--- src/design/e3_rx_error_monitor_pkg.sv ---
// Constants for the E3 G.832 receive error monitor: register map, field
// layout, frame layout, timing and bus response codes.
// Assumes a single 200 MHz clock domain and a 32-bit AXI4-Lite register bus.
package e3_rx_error_monitor_pkg;

  // ----------------------------------------------------------------------
  // Register bus geometry
  // ----------------------------------------------------------------------
  localparam int          ADDR_W = 16;
  localparam int          DATA_W = 32;
  localparam int          IDX_W  = 14;
  localparam logic [1:0]  RESP_OKAY   = 2'h0;
  localparam logic [1:0]  RESP_SLVERR = 2'h2;

  // ----------------------------------------------------------------------
  // Register indices (byte address is four times the index)
  // ----------------------------------------------------------------------
  localparam logic [IDX_W-1:0] IDX_CONFIG_STATUS_TWO = 14'h1111;
  localparam logic [IDX_W-1:0] IDX_INT_STATUS_TWO    = 14'h1115;
  localparam logic [IDX_W-1:0] IDX_INT_ENABLE_TWO    = 14'h1116;
  localparam logic [IDX_W-1:0] IDX_ACCUM_HIGH        = 14'h1170;
  localparam logic [IDX_W-1:0] IDX_ACCUM_LOW         = 14'h1171;

  // Performance counters: framing, parity, far-end, each high then low
  localparam int NUM_PM     = 3;
  localparam int PM_FRAMING = 0;
  localparam int PM_PARITY  = 1;
  localparam int PM_FAR_END = 2;
  localparam logic [IDX_W-1:0] PM_HIGH_IDX [NUM_PM] = '{14'h1152, 14'h1154, 14'h1156};
  localparam logic [IDX_W-1:0] PM_LOW_IDX  [NUM_PM] = '{14'h1153, 14'h1155, 14'h1157};

  // ----------------------------------------------------------------------
  // Field layout and reset values
  // ----------------------------------------------------------------------
  localparam int         INT_FEBE_BIT     = 4;
  localparam int         INT_BIP_BIT      = 2;
  localparam int         INT_FRAMING_BIT  = 1;
  localparam logic [7:0] INT_IMPL_MASK    = 8'h16;
  localparam logic [7:0] INT_STATUS_RESET = 8'h00;
  localparam logic [7:0] INT_ENABLE_RESET = 8'h00;
  localparam int         STATUS_LOF_BIT   = 6;
  localparam int         STATUS_OOF_BIT   = 5;
  localparam logic [15:0] COUNT_RESET     = 16'h0000;
  localparam logic [15:0] COUNT_MAX       = 16'hFFFF;

  // ----------------------------------------------------------------------
  // G.832 frame layout (byte positions counted from FA1)
  // ----------------------------------------------------------------------
  localparam logic [9:0] POS_FA1     = 10'h000;
  localparam logic [9:0] POS_FA2     = 10'h001;
  localparam logic [9:0] POS_EM      = 10'h03C;
  localparam logic [9:0] POS_MA      = 10'h0B4;
  localparam logic [7:0] FA1_VALUE   = 8'hF6;
  localparam logic [7:0] FA2_VALUE   = 8'h28;
  localparam int         MA_REI_BIT  = 6;
  localparam logic [2:0] OOF_ERR_FRAMES = 3'h4;

  // ----------------------------------------------------------------------
  // Timing
  // ----------------------------------------------------------------------
  localparam int CLOCK_MHZ     = 200;
  localparam int ONE_SECOND_MS = 1000;
  localparam int SECOND_CYCLES = ONE_SECOND_MS * 1000 * CLOCK_MHZ;

  typedef enum logic {IN_FRAME, OUT_OF_FRAME} frame_state_t;

endpackage

--- src/design/e3_rx_error_monitor.sv ---
// Receive E3 (G.832) error monitor: EM/BIP-8, FEBE and FA1/FA2 checks,
// performance counters, one-second parity accumulator, interrupts.
// Assumes a byte stream aligned by an upstream framer with a start strobe on
// FA1, synchronous to clock_i, and an AXI4-Lite master for the registers.
//
// Function
// - Each erred EM byte adds one to the 16-bit parity error counter.
// - Each erred EM byte also adds one to the read-only one-second accumulator.
// - Each erred EM byte makes the transmit framer send REI set to one.
// - Received REI one sets interrupt status bit 4 and asserts the interrupt.
// - Each received REI one adds one to the 16-bit far-end error counter.
// - In frame maintenance, every frame's FA1 and FA2 bytes are checked.
// - FA errors in four consecutive frames enter out-of-frame and declare OOF.
// - An FA1 or FA2 error in frame maintenance sets interrupt status bit 1 and asserts interrupt.
// - BIP-8 of a frame is compared with next EM; mismatch sets bit 2.
// - Each frame with FA errors adds one to the framing error counter.
// - Performance counters hold while OOF or LOF is declared.
`timescale 1ns/10ps
`default_nettype none

module e3_rx_error_monitor #(
  parameter int SECOND_CYCLES_P = e3_rx_error_monitor_pkg::SECOND_CYCLES
) (
  input  wire logic                                      clock_i,
  input  wire logic                                      nrst_i,
  input  wire logic [7:0]                                rx_byte_i,
  input  wire logic                                      rx_valid_i,
  input  wire logic                                      rx_frame_start_i,
  input  wire logic                                      lof_defect_i,
  input  wire logic [e3_rx_error_monitor_pkg::ADDR_W-1:0] s_axi_awaddr_i,
  input  wire logic                                      s_axi_awvalid_i,
  output logic                                           s_axi_awready_o,
  input  wire logic [e3_rx_error_monitor_pkg::DATA_W-1:0] s_axi_wdata_i,
  input  wire logic [3:0]                                s_axi_wstrb_i,
  input  wire logic                                      s_axi_wvalid_i,
  output logic                                           s_axi_wready_o,
  output logic [1:0]                                     s_axi_bresp_o,
  output logic                                           s_axi_bvalid_o,
  input  wire logic                                      s_axi_bready_i,
  input  wire logic [e3_rx_error_monitor_pkg::ADDR_W-1:0] s_axi_araddr_i,
  input  wire logic                                      s_axi_arvalid_i,
  output logic                                           s_axi_arready_o,
  output logic [e3_rx_error_monitor_pkg::DATA_W-1:0]      s_axi_rdata_o,
  output logic [1:0]                                     s_axi_rresp_o,
  output logic                                           s_axi_rvalid_o,
  input  wire logic                                      s_axi_rready_i,
  output logic                                           irq_n_o,
  output logic                                           oof_defect_o,
  output logic                                           tx_febe_insert_o
);
  import e3_rx_error_monitor_pkg::*;

  // ----------------------------------------------------------------------
  // Reset release
  // ----------------------------------------------------------------------
  logic rst_n_meta;
  logic rst_n;

  // Async assert, two-flop release so no flop leaves reset on a ragged edge
  always_ff @(posedge clock_i or negedge nrst_i) begin
    if (!nrst_i) begin
      rst_n_meta <= 1'b0;
      rst_n      <= 1'b0;
    end else begin
      rst_n_meta <= 1'b1;
      rst_n      <= rst_n_meta;
    end
  end

  // ----------------------------------------------------------------------
  // Frame position and per-frame checks
  // ----------------------------------------------------------------------
  frame_state_t frame_state;
  logic [9:0]   pos;
  logic [9:0]   next_pos;
  logic         fa1_bad;
  logic [7:0]   bip_acc;
  logic [7:0]   bip_prev;
  logic         bip_have;
  logic         frame_seen;
  logic [2:0]   fa_err_run;
  logic         fa_check;
  logic         frame_fa_bad;
  logic         fa_evt;
  logic         bip_evt;
  logic         febe_evt;
  logic         pm_halt;

  // Upstream aligner marks FA1; position runs free between strobes
  assign next_pos     = rx_frame_start_i ? POS_FA1 : pos + 10'h001;
  assign fa_check     = rx_valid_i && (next_pos == POS_FA2);
  assign frame_fa_bad = fa1_bad || (rx_byte_i != FA2_VALUE);
  assign fa_evt       = fa_check && frame_fa_bad && (frame_state == IN_FRAME);
  // No BIP judgement until one whole frame has been summed
  assign bip_evt      = rx_valid_i && (next_pos == POS_EM) && bip_have
                        && (rx_byte_i != bip_prev);
  assign febe_evt     = rx_valid_i && (next_pos == POS_MA) && rx_byte_i[MA_REI_BIT];
  assign pm_halt      = (frame_state == OUT_OF_FRAME) || lof_defect_i;

  // Byte position, FA1 check and BIP-8 over the whole frame
  always_ff @(posedge clock_i or negedge rst_n) begin
    if (!rst_n) begin
      pos        <= POS_FA1;
      fa1_bad    <= 1'b0;
      bip_acc    <= 8'h00;
      bip_prev   <= 8'h00;
      bip_have   <= 1'b0;
      frame_seen <= 1'b0;
    end else if (rx_valid_i) begin
      pos <= next_pos;
      if (next_pos == POS_FA1) begin
        fa1_bad <= (rx_byte_i != FA1_VALUE);
      end
      if (rx_frame_start_i) begin
        bip_prev   <= bip_acc;
        bip_acc    <= rx_byte_i;
        bip_have   <= frame_seen;
        frame_seen <= 1'b1;
      end else begin
        bip_acc <= bip_acc ^ rx_byte_i;
      end
    end
  end

  // Frame maintenance versus out-of-frame; a clean FA pair restores frame
  always_ff @(posedge clock_i or negedge rst_n) begin
    if (!rst_n) begin
      frame_state <= IN_FRAME;
      fa_err_run  <= 3'h0;
    end else if (fa_check) begin
      unique case (frame_state)
        IN_FRAME: begin
          if (!frame_fa_bad) begin
            fa_err_run <= 3'h0;
          end else if (fa_err_run + 3'h1 == OOF_ERR_FRAMES) begin
            frame_state <= OUT_OF_FRAME;
            fa_err_run  <= 3'h0;
          end else begin
            fa_err_run <= fa_err_run + 3'h1;
          end
        end
        OUT_OF_FRAME: begin
          if (!frame_fa_bad) begin
            frame_state <= IN_FRAME;
          end
        end
      endcase
    end
  end

  // ----------------------------------------------------------------------
  // Register bus: write and read channels
  // ----------------------------------------------------------------------
  logic [IDX_W-1:0]  aw_idx;
  logic [7:0]        w_byte;
  logic              w_lane0;
  logic              do_write;
  logic              ar_take;
  logic [IDX_W-1:0]  ar_idx;
  logic [DATA_W-1:0] rd_word;
  logic              rd_mapped;
  logic              wr_mapped;
  logic [7:0]        int_status;
  logic [7:0]        int_enable;
  logic [7:0]        int_clear;
  logic [15:0]       pm_count [NUM_PM];
  logic [15:0]       accum_run;
  logic [15:0]       accum_snap;

  // Both halves held, response slot free: commit exactly once
  assign do_write = !s_axi_awready_o && !s_axi_wready_o && !s_axi_bvalid_o;
  assign ar_take  = s_axi_arvalid_i && s_axi_arready_o;
  assign ar_idx   = s_axi_araddr_i[ADDR_W-1:2];
  assign wr_mapped = (aw_idx == IDX_INT_STATUS_TWO) || (aw_idx == IDX_INT_ENABLE_TWO);
  assign int_clear = (do_write && w_lane0 && aw_idx == IDX_INT_STATUS_TWO) ? (w_byte & INT_IMPL_MASK) : 8'h00;

  // Address and data are taken independently, in either order
  always_ff @(posedge clock_i or negedge rst_n) begin
    if (!rst_n) begin
      s_axi_awready_o <= 1'b1;
      s_axi_wready_o  <= 1'b1;
      s_axi_bvalid_o  <= 1'b0;
      s_axi_bresp_o   <= RESP_OKAY;
      aw_idx          <= '0;
      w_byte          <= 8'h00;
      w_lane0         <= 1'b0;
    end else begin
      if (s_axi_awvalid_i && s_axi_awready_o) begin
        s_axi_awready_o <= 1'b0;
        aw_idx          <= s_axi_awaddr_i[ADDR_W-1:2];
      end
      if (s_axi_wvalid_i && s_axi_wready_o) begin
        s_axi_wready_o <= 1'b0;
        w_byte         <= s_axi_wdata_i[7:0];
        w_lane0        <= s_axi_wstrb_i[0];
      end
      if (do_write) begin
        s_axi_bvalid_o <= 1'b1;
        s_axi_bresp_o  <= wr_mapped ? RESP_OKAY : RESP_SLVERR;
      end else if (s_axi_bvalid_o && s_axi_bready_i) begin
        s_axi_bvalid_o  <= 1'b0;
        s_axi_awready_o <= 1'b1;
        s_axi_wready_o  <= 1'b1;
      end
    end
  end

  // Read data select; narrow registers sit in the low byte
  always_comb begin
    rd_word   = '0;
    rd_mapped = 1'b1;
    unique case (ar_idx)
      IDX_CONFIG_STATUS_TWO: begin
        rd_word[STATUS_LOF_BIT] = lof_defect_i;
        rd_word[STATUS_OOF_BIT] = (frame_state == OUT_OF_FRAME);
      end
      IDX_INT_STATUS_TWO: rd_word[7:0] = int_status;
      IDX_INT_ENABLE_TWO: rd_word[7:0] = int_enable;
      IDX_ACCUM_HIGH:     rd_word[7:0] = accum_snap[15:8];
      IDX_ACCUM_LOW:      rd_word[7:0] = accum_snap[7:0];
      default:            rd_mapped = 1'b0;
    endcase
    for (int k = 0; k < NUM_PM; k++) begin
      if (ar_idx == PM_HIGH_IDX[k]) begin
        rd_word[7:0] = pm_count[k][15:8];
        rd_mapped    = 1'b1;
      end
      if (ar_idx == PM_LOW_IDX[k]) begin
        rd_word[7:0] = pm_count[k][7:0];
        rd_mapped    = 1'b1;
      end
    end
  end

  // Read channel: one read outstanding, data latched at address accept
  always_ff @(posedge clock_i or negedge rst_n) begin
    if (!rst_n) begin
      s_axi_arready_o <= 1'b1;
      s_axi_rvalid_o  <= 1'b0;
      s_axi_rdata_o   <= '0;
      s_axi_rresp_o   <= RESP_OKAY;
    end else if (ar_take) begin
      s_axi_arready_o <= 1'b0;
      s_axi_rvalid_o  <= 1'b1;
      s_axi_rdata_o   <= rd_word;
      s_axi_rresp_o   <= rd_mapped ? RESP_OKAY : RESP_SLVERR;
    end else if (s_axi_rvalid_o && s_axi_rready_i) begin
      s_axi_rvalid_o  <= 1'b0;
      s_axi_arready_o <= 1'b1;
    end
  end

  // ----------------------------------------------------------------------
  // Performance counters, clear on read, saturating
  // ----------------------------------------------------------------------
  logic [NUM_PM-1:0] pm_inc;

  assign pm_inc[PM_FRAMING] = fa_evt && !pm_halt;
  assign pm_inc[PM_PARITY]  = bip_evt && !pm_halt;
  assign pm_inc[PM_FAR_END] = febe_evt && !pm_halt;

  for (genvar g = 0; g < NUM_PM; g++) begin : g_pm
    logic [15:0] cleared;

    // The read returns the old byte; an increment in the same cycle survives
    always_comb begin
      cleared = pm_count[g];
      if (ar_take && ar_idx == PM_HIGH_IDX[g]) begin
        cleared[15:8] = 8'h00;
      end
      if (ar_take && ar_idx == PM_LOW_IDX[g]) begin
        cleared[7:0] = 8'h00;
      end
    end

    always_ff @(posedge clock_i or negedge rst_n) begin
      if (!rst_n) begin
        pm_count[g] <= COUNT_RESET;
      end else if (pm_inc[g] && cleared != COUNT_MAX) begin
        pm_count[g] <= cleared + 16'h0001;
      end else begin
        pm_count[g] <= cleared;
      end
    end
  end

  // ----------------------------------------------------------------------
  // One-second parity accumulator
  // ----------------------------------------------------------------------
  logic [31:0] second_cnt;
  logic        second_tick;

  assign second_tick = (second_cnt == 32'(SECOND_CYCLES_P - 1));

  // Snapshot each second so software sees a stable whole-second figure
  always_ff @(posedge clock_i or negedge rst_n) begin
    if (!rst_n) begin
      second_cnt <= 32'h0000_0000;
      accum_run  <= COUNT_RESET;
      accum_snap <= COUNT_RESET;
    end else begin
      second_cnt <= second_tick ? 32'h0000_0000 : second_cnt + 32'h0000_0001;
      if (second_tick) begin
        accum_snap <= (bip_evt && accum_run != COUNT_MAX) ? accum_run + 16'h0001 : accum_run;
        accum_run  <= COUNT_RESET;
      end else if (bip_evt && accum_run != COUNT_MAX) begin
        accum_run <= accum_run + 16'h0001;
      end
    end
  end

  // ----------------------------------------------------------------------
  // Interrupts and outputs
  // ----------------------------------------------------------------------
  logic [7:0] int_set;

  always_comb begin
    int_set                  = 8'h00;
    int_set[INT_FEBE_BIT]    = febe_evt;
    int_set[INT_BIP_BIT]     = bip_evt;
    int_set[INT_FRAMING_BIT] = fa_evt;
  end

  // Sticky status, write one to clear; a new event beats the clear
  always_ff @(posedge clock_i or negedge rst_n) begin
    if (!rst_n) begin
      int_status <= INT_STATUS_RESET;
    end else begin
      int_status <= (int_status & ~int_clear) | int_set;
    end
  end

  always_ff @(posedge clock_i or negedge rst_n) begin
    if (!rst_n) begin
      int_enable <= INT_ENABLE_RESET;
    end else if (do_write && w_lane0 && aw_idx == IDX_INT_ENABLE_TWO) begin
      int_enable <= w_byte & INT_IMPL_MASK;
    end
  end

  // Registered pins; interrupt lags the status bit by one cycle
  always_ff @(posedge clock_i or negedge rst_n) begin
    if (!rst_n) begin
      irq_n_o          <= 1'b1;
      oof_defect_o     <= 1'b0;
      tx_febe_insert_o <= 1'b0;
    end else begin
      irq_n_o          <= ~|(int_status & int_enable);
      oof_defect_o     <= (frame_state == OUT_OF_FRAME);
      tx_febe_insert_o <= bip_evt;
    end
  end

endmodule

`default_nettype wire

--- config.mk ---
export PLATFORM = sky130hd
export DESIGN_NAME = e3_rx_error_monitor
export DESIGN_NICKNAME = d
export VERILOG_FILES = /design/src/design/e3_rx_error_monitor_pkg.sv /design/src/design/e3_rx_error_monitor.sv
export SDC_FILE = /design/constraint.sdc
export NUM_CORES = 1
export LEC_CHECK = 0
export BUFFER_PORTS_ARGS = -buffer_cell sky130_fd_sc_hd__buf_2
export CAP_MARGIN = 10
export CORE_ASPECT_RATIO = 0.7
export CORE_UTILIZATION = 30
export CTS_BUF_LIST = sky130_fd_sc_hd__clkbuf_4 sky130_fd_sc_hd__clkbuf_8 sky130_fd_sc_hd__clkbuf_16
export DETAILED_ROUTE_END_ITERATION = 8
export GPL_ROUTABILITY_DRIVEN = 0
export PLACE_DENSITY_LB_ADDON = 0.05
export REMOVE_ABC_BUFFERS = 1
export SLEW_MARGIN = 20
export SYNTH_ARGS = -nofsm -noshare
export SYNTH_HDL_FRONTEND = slang
export SYNTH_SLANG_ARGS = --single-unit
--- constraint.sdc ---
create_clock -name clock_i -period 6.1 [get_ports clock_i]
set_input_delay 0.305 -clock clock_i [delete_from_list [all_inputs] [get_ports clock_i]]
set_output_delay 0.305 -clock clock_i [all_outputs]
set_load 0.02 [all_outputs]
==> results of run 1 <==
==> cell usage in the layout, fill, tap and decap left out, types with 8 or more instances in the layout <==
master,Yosys,layout
dfrtp_1,185,184
nor2_1,104,104
nand2_1,86,86
buf_2,3,67
xor2_1,56,56
xnor2_1,39,39
a21oi_1,39,39
nand4_1,38,38
nand3_1,37,37
o21ai_0,37,37
mux2_2,37,37
inv_1,27,27
nor3_1,27,27
conb_1,2,27
and3_1,22,22
nor4_1,25,21
clkbuf_16,0,17
and2_1,15,15
a21o_1,12,12
and4_1,11,11
mux2i_1,11,11
or3_1,10,10
nand2b_1,10,10
ha_1,9,9
nor2b_1,8,8
a22oi_1,8,8
==> flip-flops by register name, indices dropped and copies added (netlist names), 3 cells and up <==
register	flops
pm_count	48
second_cnt	32
accum_run	16
accum_snap	16
aw_idx	14
pos	10
bip_acc	8
bip_prev	8
s_axi_rdata_o	8
fa_err_run	3
int_enable	3
int_status	3
w_byte	3
==> power breakdown <==
group / switching [mW] / internal, mW / total (mW) / leakage [nW]
logic: 0.221 / 0.185 / 0.405 / 2.20
clock network: 0.534 / 0.641 / 1.18 / 0.288
registers: 0.114 / 1.38 / 1.50 / 2.40
total: 0.869 / 2.21 / 3.08 / 4.90
==> path summary, 6_finish.rpt <==
check | from | to
setup / recovery | s_axi_arready_o | pm_count[33]
hold / removal | s_axi_wvalid_i | s_axi_wready_o
setup reg to reg | s_axi_arready_o | pm_count[33]
hold reg to reg | rst_n_meta | rst_n
max in group asynchronous | rst_n | accum_run[10]
min in group asynchronous | nrst_i | rst_n
==> per-layer routing <==
layer / GRT usage (%) / part of all wire [%]
met1: 27.1 / 55
met2: 22.1 / 39
met3: 4.37 / 5.9
met4: 3.80 / 0.75
met5: 0 / 0
==> cell families after synthesis <==
| family | share of synthesized area [%] |
|---|---|
| adder cells (fa/ha/maj) | 1.10 |
| AND/OR/NAND/NOR | 23.4 |
| buffers and inverters | 4.73 |
| AO/OA/AOI/OAI | 10.9 |
| XOR/XNOR | 8.16 |
| other | 0.0737 |
| flip-flops | 46.5 |
| multiplexers | 5.17 |
==> stage by stage <==
| stage | std cells | setup slack [ns] |
|---|---|---|
| detailed placement | 1511 | 2.25 |
| global placement | 1511 | 2.19 |
| global route | 1545 | 2.35 |
| finish | 1546 | 2.55 |
| floorplan | 1002 | 0.108 |
| CTS | 1545 | 2.66 |
==> area by class of cell <==
cell class	count	area [sq um]
fill	3513	22000
multi-input combinational	785	5100
sequential	189	4740
tap	435	544
clock buffer	21	468
timing repair buffer	76	408
clock inverter	11	131
inverter	28	105
antenna	1	2.50
==> timing repair <==
action,CTS,global route
endpoints found under the hold margin,3,0
hold buffers,2,0
setup endpoints to repair,0,0
setup buffers,0,0
==> critical path, stage by stage, from the launching register on <==
cell and delay, ns:
dfstp_2 0.40, and4_1 0.20, nand4_1 0.34, and2_1 0.24
ha_1 0.22, and2_1 0.31, and4_1 0.32, nor3b_1 0.85
nor2_1 0.24, mux2_2 0.34
==> run_results.csv, run 1 <==
group,metric,value,unit
global_routing,first_global_vias,7628,
logic_synthesis,synthCells,1043,
min_path,whs_path_depth,2,
placed_design,placed_area,0.0109,sq mm
sta,min_period,3.55,ns
logic_synthesis,syn_avg_cell_area,9.77,sq um
die,start_util,30.4,%
clock_tree,clk_latency,0.45,ns
min_path,hold_path_class,"in -> reg",
pwr,p_leak,4.90,nW
sta,min_period_over_period,58.2,%
logic_synthesis,yosys_warnings,0,
pwr,peakVddDrop,0.000183,V
detailed_routing,ant_nets,0,
die,die_w,222,microns
die,die_h,156,microns
detailed_routing,first_pass_iters,5,
sta,finalSetupTns,0,ns
die,io_pins,130,
clock_tree,cts_tree,"done",
die,die-area,0.0347,sq mm
setup_path,r2r_slack,2.55,ns
setup_path,cp_max_fo,9,
global_routing,grt_pass1_wl,45400,microns
setup_path,crit_type,"reg -> reg",
global_routing,antenna_found_initial,1,
logic_synthesis,synthTopCellsByCount,"dfrtp_1, nor2_1, nand2_1, xor2_1",
logic_synthesis,ys.flop_type,"dfrtp_1",
clock_tree,cts_max_path_buffers,2,
sta,finalHoldViolations,0,
detailed_routing,wirelength,28600,microns
run,drv_cap,0,
placed_design,dp_hpwl,20400,microns
logic_synthesis,synth_top_area_cell,"dfrtp_1",
clock_tree,cts-root-buf,"clkbuf_16",
logic_synthesis,synth.distinct_cells,86,
die,core_area,0.0335,sq mm
setup_path,r2r_cells,9,
sta,rsz0062_at_grt,"false",
clock_tree,cts.sinks,189,
layout,drive_gt1_share,15.9,%
detailed_routing,post_drt_wl_per_cell,18.5,microns
layout,finalInstanceArea,0.0115,sq mm
pwr,powerDensity,268,mW/mm^2
detailed_routing,viasPerCell,5.17,
sta,tightest_slew,1.02,ns
global_routing,grt_start_max_net_pins,69,
setup_path,worst_ep_required_time,6.43,ns
layout,area_growth,12.8,%
sta,setup_viol,0,
logic_synthesis,synth_edf_count,0,
logic_synthesis,synthArstFlopShare,100,%
detailed_routing,dr_total_vias,7986,
logic_synthesis,yosysMostFrequentCell,"dfrtp_1",
setup_path,end_kind,"register",
sta,fmax,281,MHz
setup_path,crit_arrival,3.89,ns
clock_tree,cts_resized,0,
layout,fin_util,34.3,%
clock_tree,cts_buffers,17,
global_routing,overflow,0,
sta,clock_skew,0.0135,ns
placed_design,io_buffers,67,
setup_path,startpoint_type,"register",
detailed_routing,post-route-drc-count,0,
sta,relSlewSlack,31.7,%
global_routing,gr-usage-all-layers,17.0,%
logic_synthesis,synth_area,0.0102,sq mm
sta,timing.hold.ws,0.0323,ns
logic_synthesis,seq_area_frac_synth,46.5,%
logic_synthesis,yosys-top-cells-area,"dfrtp_1, xor2_1, mux2_2",
run_status,status,"finished clean",
layout,nets,1192,
detailed_routing,drt_iter0_markers,727,
sta,report.final.slew_viol_count,0,
die,num_rows,56,
logic_synthesis,ys_seq_elements,189,
logic_synthesis,synth_top_area_share,45.4,%
clock_tree,clk_pin_slew,0.07,ns
pwr,power,3.08,mW
clock_tree,ctsHtreeMaxLevel,4,
No activity file was read; power rests on OpenSTA's default activity.
==> inputs of run 2 (changes only) <==
clock period = 3.15 ns   (was 6.1 ns; I/O delays follow)
==> run 2 against run 1 <==
Against the previous run:
- first-iteration DRC count up 3.9%
- routed wire length up 1.4%
- clock power is 100% higher
- critical path depth up 2
- hold slack got worse by 0.010 ns
==> run_results.csv, run 2 (synthesis results as in run 1) <==
group,metric,value,unit
pwr,p_leak,5.24,nW
sta,finalHoldViolations,0,
clock_tree,ctsHtreeMaxLevel,4,
placed_design,place_inst,1552,
detailed_routing,post_drt_wl_per_cell,18.0,microns
setup_path,worst_ep_required_time,3.48,ns
min_path,whs_path_depth,2,
sta,relSlewSlack,47.1,%
die,start_util,30.4,%
setup_path,path_buf_inv,1,
clock_tree,cts.sinks,189,
layout,largest_register,"pm_count",
detailed_routing,ant_nets,0,
run,drv_cap,0,
pwr,peakVddDrop,0.000330,V
setup_path,path_cells,"and4_1 > nand4_1 > and2_4 > ha_1 > and2_1 > and4_1 > nor3b_1 > buf_4 > nor4_2 > nand2_2 > xor2_1",
setup_path,r2r_slack,0.19,ns
layout,final_cell_mix,"dfrtp_1, nor2_1, nand2_1",
setup_path,critPathTopFamily,"simple AND/OR/NAND/NOR gates",
sta,setup_viol,0,
setup_path,startpoint_type,"register",
global_routing,gr-usage-all-layers,17.5,%
setup_path,crit_type,"reg -> reg",
detailed_routing,wirelength,29000,microns
layout,nets,1260,
min_path,min-delay-start,"rx_frame_start_i",
detailed_routing,dr_total_vias,8122,
layout,final_cells,1613,
sta,min_period,2.96,ns
detailed_routing,drt_iter0_markers,755,
run_status,status,"finished clean",
placed_design,placed_area,0.0112,sq mm
global_routing,antenna_found_initial,1,
global_routing,grt_start_max_net_pins,62,
min_path,hold_path_class,"in -> reg",
layout,finalInstanceArea,0.0122,sq mm
placed_design,dp_hpwl,21100,microns
clock_tree,cts_tree,"done",
detailed_routing,first_pass_iters,6,
setup_path,slowest_stage,"dfstp_2",
sta,report.final.slew_viol_count,0,
detailed_routing,post-route-drc-count,0,
pwr,power,6.19,mW
setup_path,r2r_start,"s_axi_arready_o",
clock_tree,clk_latency,0.45,ns
setup_path,cp_max_fo,7,
pwr,powerDensity,508,mW/mm^2
clock_tree,cts_buffers,17,
detailed_routing,viasPerCell,5.04,
die,die_w,222,microns
setup_path,cpMostUsedCell,"and4_1",
setup_path,crit_arrival,3.30,ns
setup_path,r2r-end,"pm_count[37]",
sta,rsz0062_at_grt,"true",
global_routing,first_global_vias,7758,
clock_tree,clk_pin_slew,0.07,ns
global_routing,overflow,0,
die,num_rows,56,
sta,min_period_over_period,94.1,%
layout,drive_gt1_share,19.5,%
global_routing,grt_pass1_wl,46500,microns
layout,largest_reg_flops,48,
die,io_pins,130,
layout,diodes,0,
layout,reg.largest.list,"pm_count (48), second_cnt (32)",
sta,fmax,337,MHz
setup_path,end_kind,"register",
layout,final_common_cell,"dfrtp_1",
layout,area_growth,19.6,%
clock_tree,cts-root-buf,"clkbuf_16",
clock_tree,cts_max_path_buffers,2,
sta,clock_skew,0.0122,ns
min_path,hold_path_end,"pos[9]",
setup_path,r2r_cells,11,
die,die_h,156,microns
placed_design,io_buffers,67,
die,core_area,0.0335,sq mm
die,die-area,0.0347,sq mm
setup_path,slowest_delay,0.58,ns
sta,tightest_slew,0.788,ns
-- run 2: cell types whose count changed in the layout (fill, tap and decap cells not counted), sizes merged --
| cell | change |
|---|---|
| buf | +42 |
| dlygate4sd3 | +26 |
| bufinv | +2 |
| clkbuf | -1 |
| clkinv | +1 |
| clkinvlp | -1 |
| diode | -1 |
| inv | -1 |
-- run 2: repair_timing --
item | 4_1_cts | 5_1_grt
gates resized for setup | 0 | 12
hold endpoints to repair | 25 | 0
endpoints found under the setup margin | 0 | 10
hold buffers | 28 | 0
buffers inserted | 0 | 1
-- run 2: how the worst max path moves through the flow --
stage	from	to	slack, ns	cells after the start
2_1_floorplan	second_cnt[28]	accum_snap[12]	-2.84	4
3_3_place_gp	s_axi_araddr_i[5]	pm_count[37]	-0.06	12
3_5_place_dp	s_axi_arready_o	pm_count[37]	0.03	11
4_1_cts	s_axi_arready_o	pm_count[37]	0.01	11
5_1_grt	s_axi_arready_o	pm_count[28]	-0.05	12
6_report	s_axi_arready_o	pm_count[37]	0.19	11
-- run 2: stage by stage --
stage	setup TNS (ns)	util, %	hold slack, ns	setup slack, ns
after floorplan	-592.84	-	-0.138	-2.84
after global placement	-0.0613	33.4	-0.0567	-0.0613
after detailed placement	0	33.4	-0.0538	0.0259
after CTS	0	36.2	0.00702	0.0115
after global routing	-0.0861	36.4	0.0336	-0.0510
final	0	36.4	0.0223	0.185
-- run 2: power breakdown --
part           total (mW)  leakage (nW)  internal (mW)  switching (mW)
registers            2.89          2.40           2.68           0.212
logic               0.890          2.53          0.439           0.450
clock network        2.41         0.312           1.39            1.02
total                6.19          5.24           4.51            1.68
-- run 2: worst register-to-register path: stages, from the launching register on --
cell and delay [ns]:
dfstp_2 0.58, and4_1 0.21, nand4_1 0.25, and2_4 0.25
ha_1 0.23, and2_1 0.16, and4_1 0.23, nor3b_1 0.15
buf_4 0.19, nor4_2 0.23, nand2_2 0.18, xor2_1 0.19
-- run 2: layout make-up --
cell class	count	area, sq um
flip-flops and latches	189	4740
multi-input cells	785	5150
clock buffers	20	460
fillers	3453	21300
inverters	28	105
well taps	435	544
repair buffers	144	1010
clock inverters	12	183
-- run 2: per-layer routing --
| layer | global-route usage, % | vias up | part of all wire [%] |
|---|---|---|---|
| li1 | - | 3947 | - |
| met1 | 28.8 | 3999 | 57 |
| met2 | 22.1 | 162 | 38 |
| met3 | 3.60 | 14 | 4.5 |
| met4 | 4.13 | 0 | 0.87 |
| met5 | 0 | - | 0 |
